**src/dma_evt_pkg.sv**
```systemverilog
package dma_evt_pkg;

  // ---------------------------------------------------------------
  // Sizes
  // ---------------------------------------------------------------
  localparam int NUM_CH = 4;
  localparam int IRQ_N  = 256;
  localparam int SIZE_W = 16;
  localparam int EV_W   = 8;

  // ---------------------------------------------------------------
  // Register word addresses
  // ---------------------------------------------------------------
  // Channel n occupies words n*8 .. n*8+7, selected by addr[2:0]
  localparam logic [2:0] REG_CH_CTRL    = 3'h0;
  localparam logic [2:0] REG_CH_ECON    = 3'h1;
  localparam logic [2:0] REG_CH_SRC     = 3'h2;
  localparam logic [2:0] REG_CH_DST     = 3'h3;
  localparam logic [2:0] REG_CH_SRC_SZ  = 3'h4;
  localparam logic [2:0] REG_CH_DST_SZ  = 3'h5;
  localparam logic [2:0] REG_CH_CELL_SZ = 3'h6;
  localparam logic [2:0] REG_CH_PATTERN = 3'h7;
  localparam logic [7:0] REG_INT_STAT   = 8'h20;
  localparam logic [7:0] REG_INT_MASK   = 8'h21;
  localparam logic [7:0] REG_DBG_ADDR   = 8'h22;
  localparam logic [7:0] REG_DBG_CHAN   = 8'h23;
  localparam logic [7:0] REG_CRC_CTRL   = 8'h24;
  localparam logic [7:0] REG_CRC_DATA   = 8'h25;

  // ---------------------------------------------------------------
  // Field positions
  // ---------------------------------------------------------------
  localparam int CTRL_EN    = 0;
  localparam int CTRL_AUTO  = 1;
  localparam int CTRL_CHAIN = 2;
  localparam int CTRL_BUSY  = 7;
  localparam int EV_BLOCK     = 0;
  localparam int EV_SRC_HALF  = 1;
  localparam int EV_SRC_EMPTY = 2;
  localparam int EV_DST_HALF  = 3;
  localparam int EV_DST_FULL  = 4;
  localparam int EV_ABORT     = 5;
  localparam int EV_ADDR_ERR  = 6;
  localparam int CRC_EN       = 0;
  localparam int CRC_CH_LSB   = 1;
  localparam int CRC_POLY_LSB = 16;

  // ---------------------------------------------------------------
  // Event control word and reset values
  // ---------------------------------------------------------------
  typedef struct packed {
    logic [7:0] unused_hi;
    logic [7:0] abort_irq_select;
    logic [7:0] start_irq_select;
    logic       force_transfer_strobe;
    logic       abort_transfer_strobe;
    logic       pattern_abort_enable;
    logic       start_irq_enable;
    logic       abort_irq_enable;
    logic [2:0] unused_lo;
  } econ_s;

  localparam logic [31:0] ECON_RESET     = 32'h00ff_ff00;
  localparam logic [31:0] ECON_WMASK     = 32'h00ff_ff38;
  localparam logic [15:0] CRC_POLY_RESET = 16'h1021;
  localparam logic [15:0] CRC_SEED_RESET = 16'hffff;

  // ---------------------------------------------------------------
  // System bus request and engine states
  // ---------------------------------------------------------------
  typedef struct packed {
    logic        valid;
    logic        we;
    logic [31:0] addr;
    logic [7:0]  wdata;
  } mem_req_s;

  typedef enum logic [1:0] {ST_IDLE, ST_READ, ST_WRITE} eng_state_e;

endpackage

```
**src/dma_channel_event_trigger.sv**
```systemverilog
// Chosen here: the address-and-strobe port and the register offsets.
`timescale 1ns/10ps
module dma_channel_event_trigger #(
  parameter int NUM_CH = dma_evt_pkg::NUM_CH,
  parameter int IRQ_N  = dma_evt_pkg::IRQ_N
) (
  input  wire logic             mclk,      // System clock, 200 MHz
  input  wire logic             rstn,      // Async reset, active low
  input  wire logic [7:0]       reg_addr,  // Register word address
  input  wire logic [31:0]      reg_wdata, // Register write data
  input  wire logic             reg_wr,    // Write strobe
  input  wire logic             reg_rd,    // Read strobe
  output logic [31:0]           reg_rdata, // Read data, next cycle
  input  wire logic [IRQ_N-1:0] irq_lines, // Interrupt request lines
  output dma_evt_pkg::mem_req_s mem_req,   // Bus request to memory
  input  wire logic             mem_ack,   // Bus access done
  input  wire logic             mem_err,   // Invalid address
  input  wire logic [7:0]       mem_rdata, // Bus read byte
  output logic                  irq_out    // Interrupt, level
);
  import dma_evt_pkg::*;

  if (NUM_CH < 1 || NUM_CH > 4 || IRQ_N != 256) begin : g_chk
    $error("NUM_CH must be 1..4 and IRQ_N must be 256");
  end

  // ---------------------------------------------------------------
  // Shared state
  // ---------------------------------------------------------------
  eng_state_e              eng_state;
  logic [1:0]              eng_ch;
  logic [1:0]              next_ch;
  logic                    any_req;
  logic [NUM_CH-1:0]       pend_v;
  logic [NUM_CH-1:0]       en_v;
  logic [NUM_CH-1:0]       pat_en_v;
  logic [NUM_CH-1:0]       blk_v;
  logic [31:0]             src_addr [NUM_CH];
  logic [31:0]             dst_addr [NUM_CH];
  logic [SIZE_W-1:0]       src_ptr  [NUM_CH];
  logic [SIZE_W-1:0]       dst_ptr  [NUM_CH];
  logic [7:0]              pattern  [NUM_CH];
  logic [31:0]             ch_word  [NUM_CH];
  logic [NUM_CH*EV_W-1:0]  ev_all;
  logic [NUM_CH*EV_W-1:0]  int_stat;
  logic [NUM_CH*EV_W-1:0]  int_mask;
  logic [31:0]             last_addr;
  logic [1:0]              last_ch;
  logic [31:0]             crc_ctrl;
  logic [15:0]             crc_val;
  logic [31:0]             rd_val;
  logic                    step;
  logic                    pat_hit;
  logic                    err_hit;
  logic                    ch_region;
  logic [1:0]              ch_idx;
  logic [2:0]              reg_sel;

  assign ch_region = reg_addr[7:5] == 3'h0;
  assign ch_idx    = reg_addr[4:3];
  assign reg_sel   = reg_addr[2:0];

  // Byte-wide CRC, MSB first, polynomial from the control register
  function automatic logic [15:0] crc_byte(input logic [15:0] c,
                                           input logic [7:0]  d,
                                           input logic [15:0] p);
    logic [15:0] r;
    r = c;
    for (int b = 7; b >= 0; b--) begin
      if (r[15] ^ d[b]) begin
        r = {r[14:0], 1'b0} ^ p;
      end else begin
        r = {r[14:0], 1'b0};
      end
    end
    return r;
  endfunction

  // ---------------------------------------------------------------
  // Arbitration and transfer engine
  // ---------------------------------------------------------------
  // Lowest channel number wins; scanned high to low so it lands last
  always_comb begin
    any_req = 1'b0;
    next_ch = 2'h0;
    for (int i = NUM_CH - 1; i >= 0; i--) begin
      if (pend_v[i] && en_v[i]) begin
        any_req = 1'b1;
        next_ch = 2'(i);
      end
    end
  end

  // Completed byte write; an aborted channel's write is not counted
  assign step    = eng_state == ST_WRITE && mem_ack && !mem_err &&
                   pend_v[eng_ch];
  assign pat_hit = eng_state == ST_READ && mem_ack && !mem_err &&
                   pat_en_v[eng_ch] && mem_rdata == pattern[eng_ch];
  assign err_hit = eng_state != ST_IDLE && mem_ack && mem_err;

  // One byte per read/write pair, so no alignment is ever required
  always_ff @(posedge mclk or negedge rstn) begin
    if (!rstn) begin
      eng_state <= ST_IDLE;
      eng_ch    <= 2'h0;
      mem_req   <= '0;
    end else begin
      case (eng_state)
        ST_IDLE: begin
          if (any_req) begin
            eng_ch        <= next_ch;
            mem_req.valid <= 1'b1;
            mem_req.we    <= 1'b0;
            mem_req.addr  <= src_addr[next_ch] +
                             32'(src_ptr[next_ch]);
            eng_state     <= ST_READ;
          end
        end
        ST_READ: begin
          if (mem_ack) begin
            if (mem_err || pat_hit || !pend_v[eng_ch]) begin
              mem_req.valid <= 1'b0;
              eng_state     <= ST_IDLE;
            end else begin
              mem_req.we    <= 1'b1;
              mem_req.addr  <= dst_addr[eng_ch] +
                               32'(dst_ptr[eng_ch]);
              mem_req.wdata <= mem_rdata;
              eng_state     <= ST_WRITE;
            end
          end
        end
        ST_WRITE: begin
          if (mem_ack) begin
            mem_req.valid <= 1'b0;
            eng_state     <= ST_IDLE;
          end
        end
        default: begin
          mem_req.valid <= 1'b0;
          eng_state     <= ST_IDLE;
        end
      endcase
    end
  end

  // Debug trace of the last bus address and the last mover
  always_ff @(posedge mclk or negedge rstn) begin
    if (!rstn) begin
      last_addr <= 32'h0000_0000;
      last_ch   <= 2'h0;
    end else begin
      if (mem_req.valid && mem_ack) begin
        last_addr <= mem_req.addr;
      end
      if (step) begin
        last_ch <= eng_ch;
      end
    end
  end

  // CRC control and running value
  always_ff @(posedge mclk or negedge rstn) begin
    if (!rstn) begin
      crc_ctrl <= {CRC_POLY_RESET, 16'h0000};
      crc_val  <= CRC_SEED_RESET;
    end else begin
      if (reg_wr && reg_addr == REG_CRC_CTRL) begin
        crc_ctrl <= reg_wdata;
      end
      if (reg_wr && reg_addr == REG_CRC_DATA) begin
        crc_val <= reg_wdata[15:0];
      end else if (step && crc_ctrl[CRC_EN] &&
                   eng_ch == crc_ctrl[CRC_CH_LSB +: 2]) begin
        crc_val <= crc_byte(crc_val, mem_req.wdata,
                            crc_ctrl[CRC_POLY_LSB +: 16]);
      end
    end
  end

  // ---------------------------------------------------------------
  // Channels
  // ---------------------------------------------------------------
  for (genvar i = 0; i < NUM_CH; i++) begin : g_ch
    econ_s             econ;
    econ_s             wr_econ;
    logic [2:0]        ctrl;
    logic              pend;
    logic [SIZE_W-1:0] src_size;
    logic [SIZE_W-1:0] dst_size;
    logic [SIZE_W-1:0] cell_size;
    logic [SIZE_W-1:0] cell_cnt;
    logic              wr_sel;
    logic              start_hit;
    logic              abort_hit;
    logic              force_hit;
    logic              strobe_abort;
    logic              mine;
    logic              my_step;
    logic              kill;
    logic              src_wrap;
    logic              dst_wrap;
    logic              cell_end;
    logic              blk;

    assign wr_sel  = reg_wr && ch_region && ch_idx == 2'(i);
    assign wr_econ = econ_s'(reg_wdata);
    assign mine    = eng_ch == 2'(i) && eng_state != ST_IDLE;
    assign my_step = step && mine;

    // Interrupt triggers and software strobes
    assign start_hit = econ.start_irq_enable &&
                       irq_lines[econ.start_irq_select];
    assign abort_hit = econ.abort_irq_enable &&
                       irq_lines[econ.abort_irq_select];
    assign force_hit = wr_sel && reg_sel == REG_CH_ECON &&
                       wr_econ.force_transfer_strobe;
    assign strobe_abort = wr_sel && reg_sel == REG_CH_ECON &&
                          wr_econ.abort_transfer_strobe;
    assign kill = abort_hit || strobe_abort ||
                  (mine && (pat_hit || err_hit));

    assign src_wrap = src_ptr[i] + 16'd1 >= src_size;
    assign dst_wrap = dst_ptr[i] + 16'd1 >= dst_size;
    assign cell_end = cell_cnt + 16'd1 >= cell_size;
    assign blk      = my_step && dst_wrap;

    assign pend_v[i]   = pend;
    assign en_v[i]     = ctrl[CTRL_EN];
    assign pat_en_v[i] = econ.pattern_abort_enable;
    assign blk_v[i]    = blk;

    // Strobes and unused bits never store, so they read as zero
    always_ff @(posedge mclk or negedge rstn) begin
      if (!rstn) begin
        econ <= econ_s'(ECON_RESET);
      end else if (wr_sel && reg_sel == REG_CH_ECON) begin
        econ <= econ_s'(reg_wdata & ECON_WMASK);
      end
    end

    // Enable, auto-repeat and chain; chained set wins over a clear
    always_ff @(posedge mclk or negedge rstn) begin
      if (!rstn) begin
        ctrl <= 3'h0;
      end else begin
        if (wr_sel && reg_sel == REG_CH_CTRL) begin
          ctrl <= reg_wdata[2:0];
        end
        if (blk) begin
          ctrl[CTRL_EN] <= ctrl[CTRL_AUTO];
        end
        if (mine && (pat_hit || err_hit)) begin
          ctrl[CTRL_EN] <= 1'b0;
        end
        if (ctrl[CTRL_CHAIN] && i > 0 && blk_v[(i + NUM_CH - 1) % NUM_CH])
        begin
          ctrl[CTRL_EN] <= 1'b1;
        end
      end
    end

    // Cell request: end of cell clears, trigger sets, abort beats both
    always_ff @(posedge mclk or negedge rstn) begin
      if (!rstn) begin
        pend <= 1'b0;
      end else begin
        if (my_step && (cell_end || dst_wrap)) begin
          pend <= 1'b0;
        end
        if ((start_hit || force_hit) && ctrl[CTRL_EN]) begin
          pend <= 1'b1;
        end
        if (kill) begin
          pend <= 1'b0;
        end
      end
    end

    // Pointers advance per byte and rewind at block end or abort
    always_ff @(posedge mclk or negedge rstn) begin
      if (!rstn) begin
        src_ptr[i] <= '0;
        dst_ptr[i] <= '0;
        cell_cnt   <= '0;
      end else if (kill) begin
        src_ptr[i] <= '0;
        dst_ptr[i] <= '0;
        cell_cnt   <= '0;
      end else if (my_step) begin
        src_ptr[i] <= (src_wrap || blk) ? '0 : src_ptr[i] + 16'd1;
        dst_ptr[i] <= dst_wrap ? '0 : dst_ptr[i] + 16'd1;
        cell_cnt   <= (cell_end || blk) ? '0 : cell_cnt + 16'd1;
      end
    end

    // Addresses, sizes and pattern belong to this channel alone
    always_ff @(posedge mclk or negedge rstn) begin
      if (!rstn) begin
        src_addr[i] <= 32'h0000_0000;
        dst_addr[i] <= 32'h0000_0000;
        src_size    <= '0;
        dst_size    <= '0;
        cell_size   <= '0;
        pattern[i]  <= 8'h00;
      end else if (wr_sel) begin
        case (reg_sel)
          REG_CH_SRC:     src_addr[i] <= reg_wdata;
          REG_CH_DST:     dst_addr[i] <= reg_wdata;
          REG_CH_SRC_SZ:  src_size    <= reg_wdata[SIZE_W-1:0];
          REG_CH_DST_SZ:  dst_size    <= reg_wdata[SIZE_W-1:0];
          REG_CH_CELL_SZ: cell_size   <= reg_wdata[SIZE_W-1:0];
          REG_CH_PATTERN: pattern[i]  <= reg_wdata[7:0];
          default: begin
          end
        endcase
      end
    end

    // Status events of this channel
    assign ev_all[i*EV_W+EV_BLOCK]     = blk;
    assign ev_all[i*EV_W+EV_SRC_HALF]  = my_step &&
                                         src_ptr[i] + 16'd1 == src_size >> 1;
    assign ev_all[i*EV_W+EV_SRC_EMPTY] = my_step && src_wrap;
    assign ev_all[i*EV_W+EV_DST_HALF]  = my_step &&
                                         dst_ptr[i] + 16'd1 == dst_size >> 1;
    assign ev_all[i*EV_W+EV_DST_FULL]  = blk;
    assign ev_all[i*EV_W+EV_ABORT]     = abort_hit;
    assign ev_all[i*EV_W+EV_ADDR_ERR]  = mine && err_hit;
    assign ev_all[i*EV_W+7]            = 1'b0;

    // Read view of this channel
    always_comb begin
      case (reg_sel)
        REG_CH_CTRL:    ch_word[i] = {24'h0, pend, 4'h0, ctrl};
        REG_CH_ECON:    ch_word[i] = econ;
        REG_CH_SRC:     ch_word[i] = src_addr[i];
        REG_CH_DST:     ch_word[i] = dst_addr[i];
        REG_CH_SRC_SZ:  ch_word[i] = {16'h0, src_size};
        REG_CH_DST_SZ:  ch_word[i] = {16'h0, dst_size};
        REG_CH_CELL_SZ: ch_word[i] = {16'h0, cell_size};
        REG_CH_PATTERN: ch_word[i] = {24'h0, pattern[i]};
        default:        ch_word[i] = 32'h0000_0000;
      endcase
    end
  end

  // ---------------------------------------------------------------
  // Interrupt status and register read
  // ---------------------------------------------------------------
  // Reading the status clears it, but a same-cycle event survives
  always_ff @(posedge mclk or negedge rstn) begin
    if (!rstn) begin
      int_stat <= '0;
      int_mask <= '0;
    end else begin
      int_stat <= ((reg_rd && reg_addr == REG_INT_STAT) ? '0 : int_stat)
                  | ev_all;
      if (reg_wr && reg_addr == REG_INT_MASK) begin
        int_mask <= reg_wdata[NUM_CH*EV_W-1:0];
      end
    end
  end

  assign irq_out = |(int_stat & int_mask);

  always_comb begin
    if (ch_region) begin
      rd_val = (32'(ch_idx) < NUM_CH) ? ch_word[ch_idx] : 32'h0;
    end else begin
      case (reg_addr)
        REG_INT_STAT: rd_val = 32'(int_stat);
        REG_INT_MASK: rd_val = 32'(int_mask);
        REG_DBG_ADDR: rd_val = last_addr;
        REG_DBG_CHAN: rd_val = {30'h0, last_ch};
        REG_CRC_CTRL: rd_val = crc_ctrl;
        REG_CRC_DATA: rd_val = {16'h0, crc_val};
        default:      rd_val = 32'h0000_0000;
      endcase
    end
  end

  // Read data stand only in the cycle after the read strobe
  always_ff @(posedge mclk or negedge rstn) begin
    if (!rstn) begin
      reg_rdata <= 32'h0000_0000;
    end else begin
      reg_rdata <= reg_rd ? rd_val : 32'h0000_0000;
    end
  end

endmodule

```
**config.mk**
```make
export PLATFORM = sky130hd
export DESIGN_NAME = dma_channel_event_trigger
export DESIGN_NICKNAME = d
export VERILOG_FILES = /design/src/dma_evt_pkg.sv /design/src/dma_channel_event_trigger.sv
export SDC_FILE = /design/constraint.sdc
export NUM_CORES = 2
export LEC_CHECK = 0
export BUFFER_PORTS_ARGS = -buffer_cell sky130_fd_sc_hd__buf_2
export CORE_AREA = 2 2 408 289
export DETAILED_ROUTE_END_ITERATION = 16
export DIE_AREA = 0 0 410 291
export PLACE_DENSITY = 0.8
export SETUP_SLACK_MARGIN = 0.4
export SYNTH_ARGS = -nofsm -noshare
export SYNTH_HDL_FRONTEND = slang
export SYNTH_SLANG_ARGS = --single-unit
```
**constraint.sdc**
```tcl
create_clock -name mclk -period 15.7 [get_ports mclk]
set_input_delay 1.57 -clock mclk [delete_from_list [all_inputs] [get_ports mclk]]
set_output_delay 1.57 -clock mclk [all_outputs]
set_load 0.1 [all_outputs]
```
---- After elaboration in Yosys (flattened, before gate mapping) ----
Index checks and enable logic that the tools add are counted.
storage, ports and cells
  flip-flop bits (word level) ............. 988
  input port bits ......................... 310
  output and inout port bits .............. 75
  logic and storage cells ................. 501
operators by class
  add/sub/neg operators ................... 14
  magnitude comparators ................... 24
  eq/ne operators ......................... 36
  multiplexer cells ....................... 153
  bitwise operators ....................... 22
  reduce and logical (&&, ||, !) cells .... 171
operator list
  cell                   count
  $mux 16                64
  $pmux 32 s8            4
  $mux 32                9
  $add 16x1->16 const B  12
  $bmux 32 s2            3
  $ge 16x16->1           12
  $pmux 32 s6            1
  $eq 16x15->1           8
  $xor 16x16->16         8
  $logic_and 1x1->1      92
  $lt 8x9->1 const B     8
  $pmux 33 s2            1
  $add 32x16->32         2
  $bmux 1 s8             8
  $bmux 16 s2            2
  $reduce_and 2->1       25
  $eq 8x6->1 const B     6
  $mux 1                 43
  $mux 42                1
  $mux 41                1
  $mux 34                1
  $and 32x32->32         1
  $or 32x31->32          1
  $reduce_or 32->1       1
  29 further kinds       106

---- Depth between registers and ports, before layout ----
  depth after elaboration ................. 36
  mapped depth ............................ 22
  mapped depth without buffers ............ 18

---- Worst setup path after synthesis ----
Ideal clock, no wire load.
  path type ............................... flip-flop to flip-flop
  from .................................... register eng_ch[0]
  to ...................................... register mem_req[30] (netlist name)
  setup time .............................. 0.126 ns
  arrival ................................. 6.459 ns
  data required time ...................... 15.574 ns
  slack ................................... 9.115 ns
  stages on the path, launching flop included .. 21
  buffers on the path ..................... 6
  period minus slack after synthesis ...... 6.585 ns
  cells stage by stage .................... dfrtp_1 -> clkbuf_1 -> buf_1 -> clkbuf_1 -> buf_1 -> buf_1 -> clkbuf_1 -> mux4_2 -> ha_1 -> a21o_1 -> a21oi_1 -> o21bai_1 -> a21oi_1 -> o21bai_1 -> a21o_1 -> a21oi_1 -> o21ai_0 -> a221oi_1 -> nor3b_1 -> xor2_1 -> a221o_1
on the way
  cells in the longest elaborated chain, start to end .. 10
  elaborated cells on any way between the ends .. 26
  those cells by class .................... add/sub (1); eq/ne (2); mux (16); bitwise (1); reduce/logical (6)
ends and longest elaborated chain
  what                                                                     RTL line                          text
  start: declaration                                                       dma_channel_event_trigger.sv:31   logic [1:0] eng_ch;
  start signal: assignment                                                 dma_channel_event_trigger.sv:111  eng_ch <= next_ch;
  parallel branches: the longest is 10 deep, another holds $add 32x16->32  n/a
  end: declaration                                                         dma_channel_event_trigger.sv:15   output dma_evt_pkg::mem_req_s mem_req,
Parallel ways; which one is timed is not known. The select of a mux whose other input is x is not followed.
A chain may end at the register's enable or synchronous reset.

---- Worst setup path after layout ----
  from .................................... register g_ch[1].econ[16] (netlist name)
  to ...................................... register g_ch[1].cell_cnt[7]
on the way
  cells in the longest elaborated chain, start to end .. 6
  elaborated cells on any way between the ends .. 7
  those cells by class .................... mux (3); reduce/logical (4)
ends and longest elaborated chain
  what                                                 RTL line                          text
  start: declaration                                   dma_channel_event_trigger.sv:185  econ_s econ;
  start signal: assignment                             dma_channel_event_trigger.sv:236  econ <= econ_s'(ECON_RESET);
  start signal: assignment                             dma_channel_event_trigger.sv:238  econ <= econ_s'(reg_wdata & ECON_WMASK);
  $bmux 1 s8 (*)                                       dma_channel_event_trigger.sv:215  irq_lines[econ.abort_irq_select];
  $mux 1 (implied by the code) (*)                     dma_channel_event_trigger.sv:215
  $logic_and 1x1->1 (*)                                dma_channel_event_trigger.sv:214  assign abort_hit = econ.abort_irq_enable &&
  $logic_or 1x1->1 (*) (2 in series)                   dma_channel_event_trigger.sv:220  assign kill = abort_hit || strobe_abort ||
  $mux 16 / $reduce_bool 2->1 (equally long branches)  n/a
  end signal: assignment                               dma_channel_event_trigger.sv:293  cell_cnt <= (cell_end || blk) ? '0 : cell_cnt + 16'd1;
  end: declaration                                     dma_channel_event_trigger.sv:192  logic [SIZE_W-1:0] cell_cnt;
Every way passes the cells marked *; elsewhere a longest branch is shown, timed or not. The select of a mux whose other input is x is not followed.

==> metrics <==
Rel. slew slack 0.0110; worst-case clock buffer depth 3; cell count after synthesis 6372; Gate power share 0.208; Max Cap Violations 1; Nets 7020; Final HPWL DP 229 mm; CTS Buf Count 98; H-Tree Depth 3; Pleak 34.8 nW; post-route ant nets 0; syn avg cell area 11.7 µm²; slew of the pin with the lowest slew margin 1.48 ns; critical path class register to register; mapped cell area 74400 µm²; most frequent cells in the layout dfrtp_1, mux4_2, mux2_2; failing checks max-capacitance violations; Net Sw Power 2.28 mW; most common cell after layout, fill and taps aside dfrtp_1; Seq pwr share 0.416; final setup fails 0; drt first pass iters 10; required time of the critical path 16.37 ns; overall routing resource usage 0.531; first-pass GRT wire length 452 mm; Initial Utilization 0.643; min cycle time layout 7.02 ns; Internal 4.71 mW; sequential cell area fraction in the yosys report 0.332; CTS root buf clkbuf_16; clock skew 0.0501 ns; First DRT Iteration DRCs 12500; status finished, violations left; share of cells above drive strength 1 0.349; worst-skew pair later-pin latency 0.76 ns; die area 119000 µm²; Die W 410 µm; clk slew on worst S/H paths 0.07 ns; gr ovfl total 0; Critical Path AT 7.69 ns; flops & latches, synth 984; Power Density 86.2 nW/µm²; setup TNS 0 ns; unrepaired setup endpoints after global routing no; fmax 143 MHz; number of flops mapped to enable cells by yosys 0; Area Growth Syn to Fin 9.13%; endpoint type of the worst setup path register; asr flop ratio synth 1.00; I/O Buffers 384; Total Power 6.99 mW; Primary FF master, synth dfrtp_1; Top Ports 385; worst vdd ir 0.117 mV; Routability Congestion 1.08; DRC 0; Sw Share 0.326; Via Count 65000; Yosys cell types 81; CP max FO 47; Clk pwr share 0.376; worst r2r path cells 11; syn nets 6920; pin count of the biggest net entering global routing 159; Final Hold Vio Count 0; placeable core area 116000 µm²; largest area contributor in the netlist dfrtp_1; hold crit path type register to register; cts hold-fix bufs 0; vias in the first global route 60700; Total Routed Length 319 mm; final worst-path cycle share 0.447; CTS resizes 0; TritonCTS clock tree yes; vias per std cell 7.92; hold path cells 2; num rows 105; Ys Warns 0; Slew Limit Fails 0; crit start category register; initial antenna violation count 100; Setup Fix Bufs, Post-CTS 0; WL/cell 38.9 µm; clk sink count 984; Yosys top cell area share 0.303; Synth area leaders dfrtp_1, mux4_2, mux2_2; Die H 291 µm
cell usage after synthesis, drive strengths merged (6+ instances only):
library cell and count:
a22o 56, a211oi 15, nor4 22, nand2 515, nor3b 13, a222oi 19, nand3b 6, nand3 161
nand2b 49, nand4 54, a221oi 82, a31oi 61, buf 157, mux2 670, a21oi 173, mux2i 52
and3 86, a22oi 189, or2 28, a21o 145, xnor3 15, clkbuf 347, a32o 6, ha 236
or3 7, o221ai 17, o31ai 21, dfrtp 901, o22ai 14, and2 17, nor2b 35, inv 299
o211ai 21, mux4 785, o21bai 9, o21a 6, nor3 58, xor2 137, xnor2 276, nand4b 6
nor2 162, a221o 17, o21ai 272, and4 9, dfstp 83
state kept, by name, indices dropped and copies added (netlist names), 4 cells and up:
name / flops
dst_addr: 128
src_addr: 128
g_ch.econ: 76
dst_ptr: 64
g_ch.cell_cnt: 64
g_ch.cell_size: 64
g_ch.dst_size: 64
g_ch.src_size: 64
src_ptr: 64
mem_req: 42
crc_ctrl: 32
int_mask: 32
last_addr: 32
pattern: 32
reg_rdata: 32
int_stat: 28
crc_val: 16
g_ch.ctrl: 12
g_ch.pend: 4
critical path, cell delays in order, from the launching register on:
cell,delay [ns]
dfstp_4,0.86
buf_4,0.82
mux4_2,0.62
mux4_2,0.57
mux4_2,0.54
mux4_2,0.65
and2_1,0.27
a311o_1,0.47
a2111o_1,0.80
nor3b_4,0.87
a21oi_1,0.17
a31oi_1,0.18
worst paths after layout:
path / from / to / slack (ns)
setup / recovery: g_ch[1].econ[16] / g_ch[1].cell_cnt[7] / 8.68
setup reg to reg: g_ch[1].econ[16] / g_ch[1].cell_cnt[7] / 8.68
max in group asynchronous: rstn / g_ch[3].cell_cnt[9] / 11.53
hold reg to reg: mem_req[40] / mem_req[40] / 0.48
hold / removal: mem_req[40] / mem_req[40] / 0.48
min in group asynchronous: rstn / dst_addr[29] / 0.82
area by class of cell:
| type | instances | area [µm²] |
|---|---|---|
| antenna | 96 | 240 |
| clock buffer | 140 | 2840 |
| clock inverter | 44 | 683 |
| fill | 8294 | 34600 |
| inverter | 300 | 1130 |
| multi-input combinational | 4584 | 46700 |
| sequential | 984 | 24800 |
| tap | 1551 | 1940 |
| timing repair buffer | 504 | 2850 |
layer usage:
layer  vias to the layer above  part of all wire  track usage
met1                     32400              0.35        0.712
met4                        40             0.065        0.266
met2                      6422              0.38        0.660
li1                      24800                 -            -
met3                      1381              0.20        0.327
met5                         -            0.0019       0.0337
power by group through the flow:
stage               logic [mW]  clock network (mW)  registers (mW)
global placement          1.35                   0            2.92
finish                    1.46                2.63            2.91
CTS                       1.38                2.61            2.89
floorplan                0.825                   0            2.87
global route              1.48                2.71            2.91
detailed placement        1.37                   0            2.93
through the flow:
| step | hold slack, ns | setup slack (ns) | util | area, µm² | instances |
|---|---|---|---|---|---|
| after floorplan | 0.442 | 9.11 | - | 74400 | 6372 |
| after global placement | 0.464 | 8.97 | 0.669 | 77400 | 7922 |
| after detailed placement | 0.472 | 8.81 | 0.669 | 77400 | 7922 |
| after CTS | 0.488 | 8.84 | 0.699 | 80900 | 8106 |
| after global routing | 0.508 | 8.49 | 0.701 | 81100 | 8168 |
| final | 0.484 | 8.68 | 0.701 | 81200 | 8203 |
logic make-up (layout without fill, tap and decap cells):
logic type                 Yosys count  in the layout  share of synthesized area
AOI/OAI and AO/OA                 1168           1168                      0.107
and+or+nand+nor                   1242           1242                     0.0795
DFF                                984            984                      0.332
buffers and inverters              804            988                     0.0415
muxes                             1507           1507                      0.346
adders and majority gates          238            238                     0.0402
xor gates and xnor gates           429            429                     0.0535
other                                0             96                          0
Power figures use the tool's default switching activity.
